===== config.mk =====
export PLATFORM = sky130hd
export DESIGN_NAME = fres_top
export DESIGN_NICKNAME = d
export VERILOG_FILES = /design/src/pkg/fres_pkg.sv /design/src/rtl/fres_top.sv
export SDC_FILE = /design/constraint.sdc
export NUM_CORES = 1
export LEC_CHECK = 0
export BUFFER_PORTS_ARGS = -buffer_cell sky130_fd_sc_hd__buf_2
export CORE_ASPECT_RATIO = 0.9
export CORE_MARGIN = 2
export CORE_UTILIZATION = 46
export CTS_CLUSTER_DIAMETER = 30
export DETAILED_ROUTE_END_ITERATION = 12
export PLACE_DENSITY = 0.71
export SYNTH_ARGS = -nofsm -noshare
export SYNTH_HDL_FRONTEND = slang
export SYNTH_SLANG_ARGS = --single-unit
export TNS_END_PERCENT = 10

===== constraint.sdc =====
create_clock -name core_clk -period 2 [get_ports core_clk]
set_input_delay 0.4 -clock core_clk [delete_from_list [all_inputs] [get_ports core_clk]]
set_output_delay 0.4 -clock core_clk [all_outputs]
set_load 0.03 [all_outputs]

===== src/pkg/fres_pkg.sv =====
// Constants, types and register map of the flash row erase sequencer.
// Assumes one core clock at 250 MHz and an AXI4-Lite master with 32-bit data.
// Function
// - Smallest erasable unit is one 64-byte block of 32 words.
// - No single-word erase exists; every erase covers a whole block.
// - A core-started erase clears exactly one 64-byte block.
// - Block chosen by table pointer bits 21:6; bits 5:0 are ignored.
// - With erase select set, a launch erases instead of writing.
// - Start after a valid unlock, with wa and pms set and cfg clear, launches the addressed block erase, or a block write if erase select is clear.
// - The processor is stalled for the whole erase cycle.
// - An internal timer ends the cycle after about 2 ms, releasing stall.
package fres_pkg;
  // =====================================================
  // Timing
  localparam int CLK_MHZ = 250;
  localparam int ERASE_TIME_US = 2000;
  localparam int ERASE_CYCLES = ERASE_TIME_US * CLK_MHZ;
  localparam int CNT_W = 20;

  // =====================================================
  // Geometry
  localparam int BLOCK_WORDS = 32;
  localparam int BLOCK_BYTES = 64;
  localparam int PTR_W = 22;
  localparam int BLK_LSB = 6;
  localparam int BLK_W = 16;

  // =====================================================
  // Register map, byte addresses
  localparam int ADDR_W = 8;
  localparam logic [7:0] ADDR_CTRL = 8'h00;
  localparam logic [7:0] ADDR_UNLOCK = 8'h04;
  localparam logic [7:0] ADDR_TPTR = 8'h08;
  localparam logic [7:0] ADDR_STATUS = 8'h0c;

  // Control field positions
  localparam int PMS_BIT = 7;
  localparam int CFG_BIT = 6;
  localparam int ERASE_BIT = 4;
  localparam int WA_BIT = 2;
  localparam int START_BIT = 1;

  // Status field positions
  localparam int ST_BUSY_BIT = 0;
  localparam int ST_ARMED_BIT = 1;
  localparam int ST_BLK_LSB = 16;

  localparam logic [7:0] UNLOCK_KEY1 = 8'h55;
  localparam logic [7:0] UNLOCK_KEY2 = 8'haa;

  localparam logic [1:0] RESP_OKAY = 2'h0;
  localparam logic [1:0] RESP_DECERR = 2'h3;

  // =====================================================
  // Types
  typedef struct packed {
    logic pms;
    logic cfg;
    logic erase;
    logic wa;
    logic start;
  } fres_ctrl_t;

  localparam fres_ctrl_t CTRL_RST = '{pms: 1'b0, cfg: 1'b0, erase: 1'b0, wa: 1'b0, start: 1'b0};

  typedef struct packed {
    logic erase;
    logic write;
    logic [BLK_W-1:0] block;
  } fres_op_t;

  typedef enum logic [2:0] {
    UL_IDLE = 3'b001,
    UL_KEY1 = 3'b010,
    UL_ARMED = 3'b100
  } fres_unlock_t;

  typedef enum logic [1:0] {
    SQ_IDLE = 2'b01,
    SQ_RUN = 2'b10
  } fres_seq_t;
endpackage : fres_pkg


===== src/rtl/fres_top.sv =====
// Flash row erase sequencer: AXI4-Lite registers, unlock check, erase timer, core stall.
// Assumes the flash array acts on a one-cycle op pulse and the core honours cpu_stall.
//
// The AXI4-Lite register port and the placing of the registers were left to the implementer.
`timescale 1ns/1ps
module fres_top #(
  parameter int ERASE_CYCLES = fres_pkg::ERASE_CYCLES
) (
  // Clock and reset
  input wire logic core_clk,
  input wire logic rstn,
  // AXI4-Lite write channels
  input wire logic [fres_pkg::ADDR_W-1:0] s_axi_awaddr,
  input wire logic s_axi_awvalid,
  output logic s_axi_awready,
  input wire logic [31:0] s_axi_wdata,
  input wire logic [3:0] s_axi_wstrb,
  input wire logic s_axi_wvalid,
  output logic s_axi_wready,
  output logic [1:0] s_axi_bresp,
  output logic s_axi_bvalid,
  input wire logic s_axi_bready,
  // AXI4-Lite read channels
  input wire logic [fres_pkg::ADDR_W-1:0] s_axi_araddr,
  input wire logic s_axi_arvalid,
  output logic s_axi_arready,
  output logic [31:0] s_axi_rdata,
  output logic [1:0] s_axi_rresp,
  output logic s_axi_rvalid,
  input wire logic s_axi_rready,
  // Flash array and core
  output fres_pkg::fres_op_t flash_op,
  output logic cpu_stall
);
  // =====================================================
  // State
  logic awready_r, awready_nxt, wready_r, wready_nxt, aw_got_r, aw_got_nxt, w_got_r, w_got_nxt;
  logic [fres_pkg::ADDR_W-1:0] awaddr_r, awaddr_nxt;
  logic [31:0] wdata_r, wdata_nxt, rdata_r, rdata_nxt, ptr_merged;
  logic [3:0] wstrb_r, wstrb_nxt;
  logic bvalid_r, bvalid_nxt, arready_r, arready_nxt, rvalid_r, rvalid_nxt, stall_r, stall_nxt, do_wr, launch;
  logic [1:0] bresp_r, bresp_nxt, rresp_r, rresp_nxt;
  fres_pkg::fres_ctrl_t ctrl_r, ctrl_nxt, ctrl_new;
  logic [fres_pkg::PTR_W-1:0] tptr_r, tptr_nxt;
  logic [fres_pkg::BLK_W-1:0] last_blk_r, last_blk_nxt;
  fres_pkg::fres_unlock_t unlock_r, unlock_nxt;
  fres_pkg::fres_seq_t seq_r, seq_nxt;
  logic [fres_pkg::CNT_W-1:0] cnt_r, cnt_nxt, stall_len;
  fres_pkg::fres_op_t op_r, op_nxt;
  logic [7:0] wa_word, ra_word;

  assign wa_word = {awaddr_r[fres_pkg::ADDR_W-1:2], 2'h0};
  assign ra_word = {s_axi_araddr[fres_pkg::ADDR_W-1:2], 2'h0};

  // Byte lanes the master did not enable keep their old contents
  function automatic logic [31:0] merge_bytes(input logic [31:0] old_v, input logic [31:0] new_v,
                                              input logic [3:0] strb);
    merge_bytes = old_v;
    for (int i = 0; i < 4; i++)
    begin
      if (strb[i])
        merge_bytes[i*8 +: 8] = new_v[i*8 +: 8];
    end
  endfunction : merge_bytes

  // =====================================================
  // Next state
  always_comb
  begin
    awready_nxt = awready_r;
    wready_nxt = wready_r;
    aw_got_nxt = aw_got_r;
    w_got_nxt = w_got_r;
    awaddr_nxt = awaddr_r;
    wdata_nxt = wdata_r;
    wstrb_nxt = wstrb_r;
    bvalid_nxt = bvalid_r;
    bresp_nxt = bresp_r;
    arready_nxt = arready_r;
    rvalid_nxt = rvalid_r;
    rresp_nxt = rresp_r;
    rdata_nxt = rdata_r;
    ctrl_nxt = ctrl_r;
    tptr_nxt = tptr_r;
    last_blk_nxt = last_blk_r;
    unlock_nxt = unlock_r;
    seq_nxt = seq_r;
    cnt_nxt = cnt_r;
    stall_nxt = stall_r;
    op_nxt = '{erase: 1'b0, write: 1'b0, block: op_r.block};
    launch = 1'b0;
    ctrl_new = ctrl_r;
    ptr_merged = merge_bytes({{(32-fres_pkg::PTR_W){1'b0}}, tptr_r}, wdata_r, wstrb_r);
    if (wstrb_r[0])
    begin
      ctrl_new.pms = wdata_r[fres_pkg::PMS_BIT];
      ctrl_new.cfg = wdata_r[fres_pkg::CFG_BIT];
      ctrl_new.erase = wdata_r[fres_pkg::ERASE_BIT];
      ctrl_new.wa = wdata_r[fres_pkg::WA_BIT];
      ctrl_new.start = wdata_r[fres_pkg::START_BIT];
    end

    // Address and data are taken independently, in either order
    if (s_axi_awvalid && awready_r)
    begin
      aw_got_nxt = 1'b1;
      awaddr_nxt = s_axi_awaddr;
      awready_nxt = 1'b0;
    end
    if (s_axi_wvalid && wready_r)
    begin
      w_got_nxt = 1'b1;
      wdata_nxt = s_axi_wdata;
      wstrb_nxt = s_axi_wstrb;
      wready_nxt = 1'b0;
    end

    do_wr = aw_got_r && w_got_r && !bvalid_r;
    if (do_wr)
    begin
      aw_got_nxt = 1'b0;
      w_got_nxt = 1'b0;
      bvalid_nxt = 1'b1;
      bresp_nxt = fres_pkg::RESP_OKAY;
      // Any other write between the keys and start breaks the unlock; reads leave it armed
      unlock_nxt = fres_pkg::UL_IDLE;
      case (wa_word)
        fres_pkg::ADDR_UNLOCK:
        begin
          if (wstrb_r[0] && wdata_r[7:0] == fres_pkg::UNLOCK_KEY1)
            unlock_nxt = fres_pkg::UL_KEY1;
          else if (wstrb_r[0] && unlock_r == fres_pkg::UL_KEY1 && wdata_r[7:0] == fres_pkg::UNLOCK_KEY2)
            unlock_nxt = fres_pkg::UL_ARMED;
        end
        fres_pkg::ADDR_CTRL:
        begin
          // Control is frozen while a cycle runs
          if (seq_r == fres_pkg::SQ_IDLE)
          begin
            ctrl_nxt = ctrl_new;
            if (ctrl_new.start && unlock_r == fres_pkg::UL_ARMED && ctrl_new.wa && ctrl_new.pms && !ctrl_new.cfg)
              launch = 1'b1;
            else
              ctrl_nxt.start = 1'b0;
          end
        end
        fres_pkg::ADDR_TPTR:
          tptr_nxt = ptr_merged[fres_pkg::PTR_W-1:0];
        fres_pkg::ADDR_STATUS: ;
        default:
          bresp_nxt = fres_pkg::RESP_DECERR;
      endcase
    end
    if (bvalid_r && s_axi_bready)
    begin
      bvalid_nxt = 1'b0;
      awready_nxt = 1'b1;
      wready_nxt = 1'b1;
    end

    if (launch)
    begin
      seq_nxt = fres_pkg::SQ_RUN;
      cnt_nxt = '0;
      stall_nxt = 1'b1;
      op_nxt.erase = ctrl_new.erase;
      op_nxt.write = !ctrl_new.erase;
      op_nxt.block = tptr_r[fres_pkg::PTR_W-1:fres_pkg::BLK_LSB];
      last_blk_nxt = tptr_r[fres_pkg::PTR_W-1:fres_pkg::BLK_LSB];
    end

    case (seq_r)
      fres_pkg::SQ_IDLE: ;
      fres_pkg::SQ_RUN:
      begin
        cnt_nxt = cnt_r + 1'b1;
        if (cnt_r == fres_pkg::CNT_W'(ERASE_CYCLES - 1))
        begin
          seq_nxt = fres_pkg::SQ_IDLE;
          stall_nxt = 1'b0;
          ctrl_nxt.start = 1'b0;
        end
      end
      default:
      begin
        seq_nxt = fres_pkg::SQ_IDLE;
        stall_nxt = 1'b0;
      end
    endcase

    if (s_axi_arvalid && arready_r)
    begin
      arready_nxt = 1'b0;
      rvalid_nxt = 1'b1;
      rresp_nxt = fres_pkg::RESP_OKAY;
      rdata_nxt = '0;
      case (ra_word)
        fres_pkg::ADDR_CTRL:
        begin
          rdata_nxt[fres_pkg::PMS_BIT] = ctrl_r.pms;
          rdata_nxt[fres_pkg::CFG_BIT] = ctrl_r.cfg;
          rdata_nxt[fres_pkg::ERASE_BIT] = ctrl_r.erase;
          rdata_nxt[fres_pkg::WA_BIT] = ctrl_r.wa;
          rdata_nxt[fres_pkg::START_BIT] = ctrl_r.start;
        end
        fres_pkg::ADDR_UNLOCK: ;
        fres_pkg::ADDR_TPTR:
          rdata_nxt[fres_pkg::PTR_W-1:0] = tptr_r;
        fres_pkg::ADDR_STATUS:
        begin
          rdata_nxt[fres_pkg::ST_BUSY_BIT] = stall_r;
          rdata_nxt[fres_pkg::ST_ARMED_BIT] = (unlock_r == fres_pkg::UL_ARMED);
          rdata_nxt[fres_pkg::ST_BLK_LSB +: fres_pkg::BLK_W] = last_blk_r;
        end
        default:
          rresp_nxt = fres_pkg::RESP_DECERR;
      endcase
    end
    if (rvalid_r && s_axi_rready)
    begin
      rvalid_nxt = 1'b0;
      arready_nxt = 1'b1;
    end
  end

  // =====================================================
  // Registers
  always_ff @(posedge core_clk or negedge rstn)
  begin
    if (!rstn)
    begin
      awready_r <= 1'b1;
      wready_r <= 1'b1;
      aw_got_r <= 1'b0;
      w_got_r <= 1'b0;
      awaddr_r <= '0;
      wdata_r <= '0;
      wstrb_r <= '0;
      bvalid_r <= 1'b0;
      bresp_r <= fres_pkg::RESP_OKAY;
      arready_r <= 1'b1;
      rvalid_r <= 1'b0;
      rresp_r <= fres_pkg::RESP_OKAY;
      rdata_r <= '0;
      ctrl_r <= fres_pkg::CTRL_RST;
      tptr_r <= '0;
      last_blk_r <= '0;
      unlock_r <= fres_pkg::UL_IDLE;
      seq_r <= fres_pkg::SQ_IDLE;
      cnt_r <= '0;
      stall_r <= 1'b0;
      op_r <= '0;
    end
    else
    begin
      awready_r <= awready_nxt;
      wready_r <= wready_nxt;
      aw_got_r <= aw_got_nxt;
      w_got_r <= w_got_nxt;
      awaddr_r <= awaddr_nxt;
      wdata_r <= wdata_nxt;
      wstrb_r <= wstrb_nxt;
      bvalid_r <= bvalid_nxt;
      bresp_r <= bresp_nxt;
      arready_r <= arready_nxt;
      rvalid_r <= rvalid_nxt;
      rresp_r <= rresp_nxt;
      rdata_r <= rdata_nxt;
      ctrl_r <= ctrl_nxt;
      tptr_r <= tptr_nxt;
      last_blk_r <= last_blk_nxt;
      unlock_r <= unlock_nxt;
      seq_r <= seq_nxt;
      cnt_r <= cnt_nxt;
      stall_r <= stall_nxt;
      op_r <= op_nxt;
    end
  end

  assign s_axi_awready = awready_r;
  assign s_axi_wready = wready_r;
  assign s_axi_bvalid = bvalid_r;
  assign s_axi_bresp = bresp_r;
  assign s_axi_arready = arready_r;
  assign s_axi_rvalid = rvalid_r;
  assign s_axi_rresp = rresp_r;
  assign s_axi_rdata = rdata_r;
  assign flash_op = op_r;
  assign cpu_stall = stall_r;

  // Counts stall cycles so the timer length can be checked exactly
  always_ff @(posedge core_clk or negedge rstn)
  begin
    if (!rstn)
      stall_len <= '0;
    else
      stall_len <= stall_r ? stall_len + 1'b1 : '0;
  end
endmodule : fres_top


==> flow_metrics.env <==
export IMPL_status="completed"
export IMPL_rr_worst_depth=6
export IMPL_cp_start_kind="register"
export IMPL_vias=4517
export IMPL_grt_max_degree=53
export IMPL_power_mw=8.51
export IMPL_die_w_um=127
export IMPL_synth_cell_area_um2=6230
export IMPL_final_seq_area_um2=3580
export IMPL_io_buffers=103
export IMPL_ys_seq_elements=143
export IMPL_startpoint="seq_r[0]"
export IMPL_crit_end="flash_op[8]"
export IMPL_setup_viol=0
export IMPL_wirelength_um=14100
export IMPL_leakage_nw=3.72
export IMPL_final_cell_mix="138 x dfrtp_1, 102 x buf_2, 76 x nand2_1, 67 x mux2_2, 49 x o21ai_0"
export IMPL_synth_edf_count=0
export IMPL_ys_warn_count=0
export IMPL_cpMaxStageDelayCell="dfstp_2"
export IMPL_overflow=0
export IMPL_synth_area_leaders="dfrtp_1 55%, mux2_2 12%, nand2_1 4.6%"
export IMPL_row_count=40
export IMPL_yosysUniqueCellTypes=60
export IMPL_slew_violations=0
export IMPL_timing_reg2reg_setup_slack_ns=0.03
export IMPL_crit_chain="ha_1 -> nor3b_2 -> nand3_1 -> or2_1 -> buf_12 -> mux2_4"
export IMPL_ys_flop_type="dfrtp_1"
export IMPL_synth_nets=583
export IMPL_dp_hpwl_um=10000
export IMPL_start_util_pct=46.8
export IMPL_ant_nets=0
export IMPL_grt_util_all_layers_pct=20.2
export IMPL_drive_gt1_share_pct=39.8
export IMPL_ios=119
export IMPL_viasPerCell=5.46
export IMPL_drt_initial_drc_count=366
export IMPL_peakVddDrop_uv=688
export IMPL_syn_to_final_growth_pct=24.6
export IMPL_nNetsFinal=708
export IMPL_cp_arrival_ns=2.27
export IMPL_reg2reg_from="seq_r[0]"
export IMPL_yosys_area_top_type="dfrtp_1"
export IMPL_critPathMaxStageDelay_ns=0.55
export IMPL_core_region_area_um2=13300
export IMPL_period_minus_slack_ns=1.97
export IMPL_cts_root_buf="clkbuf_16"
export IMPL_fin_crit_sh_pct=98.6
export IMPL_clkSinkCount=143
export IMPL_drc=0
export IMPL_max_cap_violations=0
export IMPL_dieArea_um2=14500
export IMPL_layoutNonFillerInstCount=827
export IMPL_grt_pass1_wl_um=22700
export IMPL_worstHoldPathType="input port to register"
export IMPL_cts_buffer_depth=2
export IMPL_placedCellCount=794
export IMPL_grt_pass1_vias=4466
export IMPL_die_height_um=114
export IMPL_critical_path_class="register to register"
export IMPL_synth_seq_area_share_pct=57.5
export IMPL_path_clk_slew_ns=0.06
export IMPL_critPathMaxFanout=19
export IMPL_cts_tree="built"
export IMPL_cts_buffers=17
export IMPL_place_gp_congestion=0.807
export IMPL_hold_violations=0
export IMPL_fmax_mhz=507
export IMPL_tns_ns=0
export IMPL_tightestPinTransition_ns=0.501
export IMPL_mostFrequentLayoutCell="dfrtp_1"
export IMPL_fill_cells=1081
export IMPL_h_tree_depth=4
export IMPL_worstPathRequired_ns=2.29
export IMPL_multi_input_area_um2=2470
export IMPL_first_pass_iters=6
export IMPL_routedWlPerCell_um=17.0
export IMPL_synthCells=521
export IMPL_clock_skew_ns=0.00474
export IMPL_antennaDiodeCount=0
export IMPL_rsz0062_at_grt="true"
export IMPL_async_flop_share_pct=100
export IMPL_worst_r2r_endpoint="flash_op[8]"
export IMPL_cp_end_kind="register"
export IMPL_synth_top_area_share_pct=55.4
export IMPL_fin_hold_ws_ns=0.171
export IMPL_grt_antenna_before_repair=0
export IMPL_synth_area_per_cell_um2=12.0
export IMPL_power_density_nw_per_um2=1100
export IMPL_insertion_delay_ns=0.41
export IMPL_relSlewSlack_pct=66.6
-- cells in the mapped netlist (3+ instances only) --
library cell  instances
nand3_1              11
a31oi_1               5
buf_4                 3
and2_1                4
clkbuf_1             16
nand4_1               3
mux2_2               67
dfrtp_1             138
mux2_4                7
mux2i_1               3
nor4_1                5
nor2_1                6
dfstp_2               5
ha_1                  3
o31ai_1               4
and4_1                4
a22oi_1              12
a21oi_1               8
o21ai_0              49
inv_1                17
a221oi_1              3
nand2_1              77
buf_2                 6
nor4bb_1              4
o211ai_1             10
or4_1                 6
-- report_power, final --
group / leakage, nW / total (mW) / switching, mW / internal, mW
combinational: 1.52 / 1.42 / 0.678 / 0.746
clock: 0.296 / 3.19 / 1.20 / 1.99
sequential: 1.90 / 3.89 / 0.429 / 3.46
total: 3.72 / 8.51 / 2.31 / 6.20
-- stage by stage --
stage	area [um^2]	worst slack, ns	utilization, %
floorplan	6230	0.0407	-
global placement	7110	0.0940	53.4
detailed placement	7110	0.0360	53.4
CTS	7730	0.0289	58.1
global route	7770	-0.0393	58.4
finish	7770	0.0285	58.4
-- kinds of logic (layout without fill, tap and decap cells) --
kind of cell    Yosys count  in the layout  share of synthesized area (%)
compound gates          105            105                           10.9
xor+xnor                  1              1                          0.141
fa+ha+maj                 3              3                          0.602
buf+inv                  45            183                           3.51
flops                   143            143                           57.5
mux                      77             77                           14.3
simple gates            147            147                           13.1
-- sequential cells by signal (all words and copies together), names as in the netlist, 2 cells and up --
signal	count
seq_r	2
unlock_r	3
wstrb_r	3
flash_op	18
s_axi_rdata	32
ctrl_r	5
awaddr_r	6
cnt_r	20
tptr_r	22
wdata_r	22
-- layout make-up --
type	instances	share of cell area, %
flip-flops and latches	143	46.1
inverters	17	0.821
clock buffers	18	5.65
repair buffers	134	10.8
multi-input cells	333	31.8
clock inverters	14	2.13
well taps	168	2.71
-- per-layer routing --
metal	track usage, %	vias to the layer above	part of all wire [%]	routed length [um]
met4	6.01	0	1.6	223
met3	5.19	19	5.0	709
met1	28.0	2232	46	6410
met2	31.7	123	48	6730
li1	-	2143	-	-
met5	0	-	0	0
-- worst max-delay path, delay by kind of cell, from the launching register on --
kind	cells	cell delay, ns
AND/OR/NAND/NOR	3	0.60
flip-flops	1	0.55
multiplexers	1	0.31
adder cells (fa/ha/maj)	1	0.21
buffers and inverters	1	0.17
-- timing repair --
action / in CTS / in global routing
hold endpoints to repair: 45 / 0
setup endpoints to repair: 0 / 30
setup buffers: 0 / 0
hold buffers: 1 / 0
gates resized for setup: 0 / 7
-- worst min-delay path by stage --
stage                  startpoint            end  depth (start not counted)
finish               s_axi_wvalid   s_axi_wready                          2
detailed placement           rstn    awaddr_r[4]                          1
CTS                 s_axi_arvalid  s_axi_arready                          2
global route        s_axi_arvalid  s_axi_arready                          2
global placement             rstn    awaddr_r[6]                          1
floorplan                    rstn       aw_got_r                          0
Power figures use the tool's default switching activity.
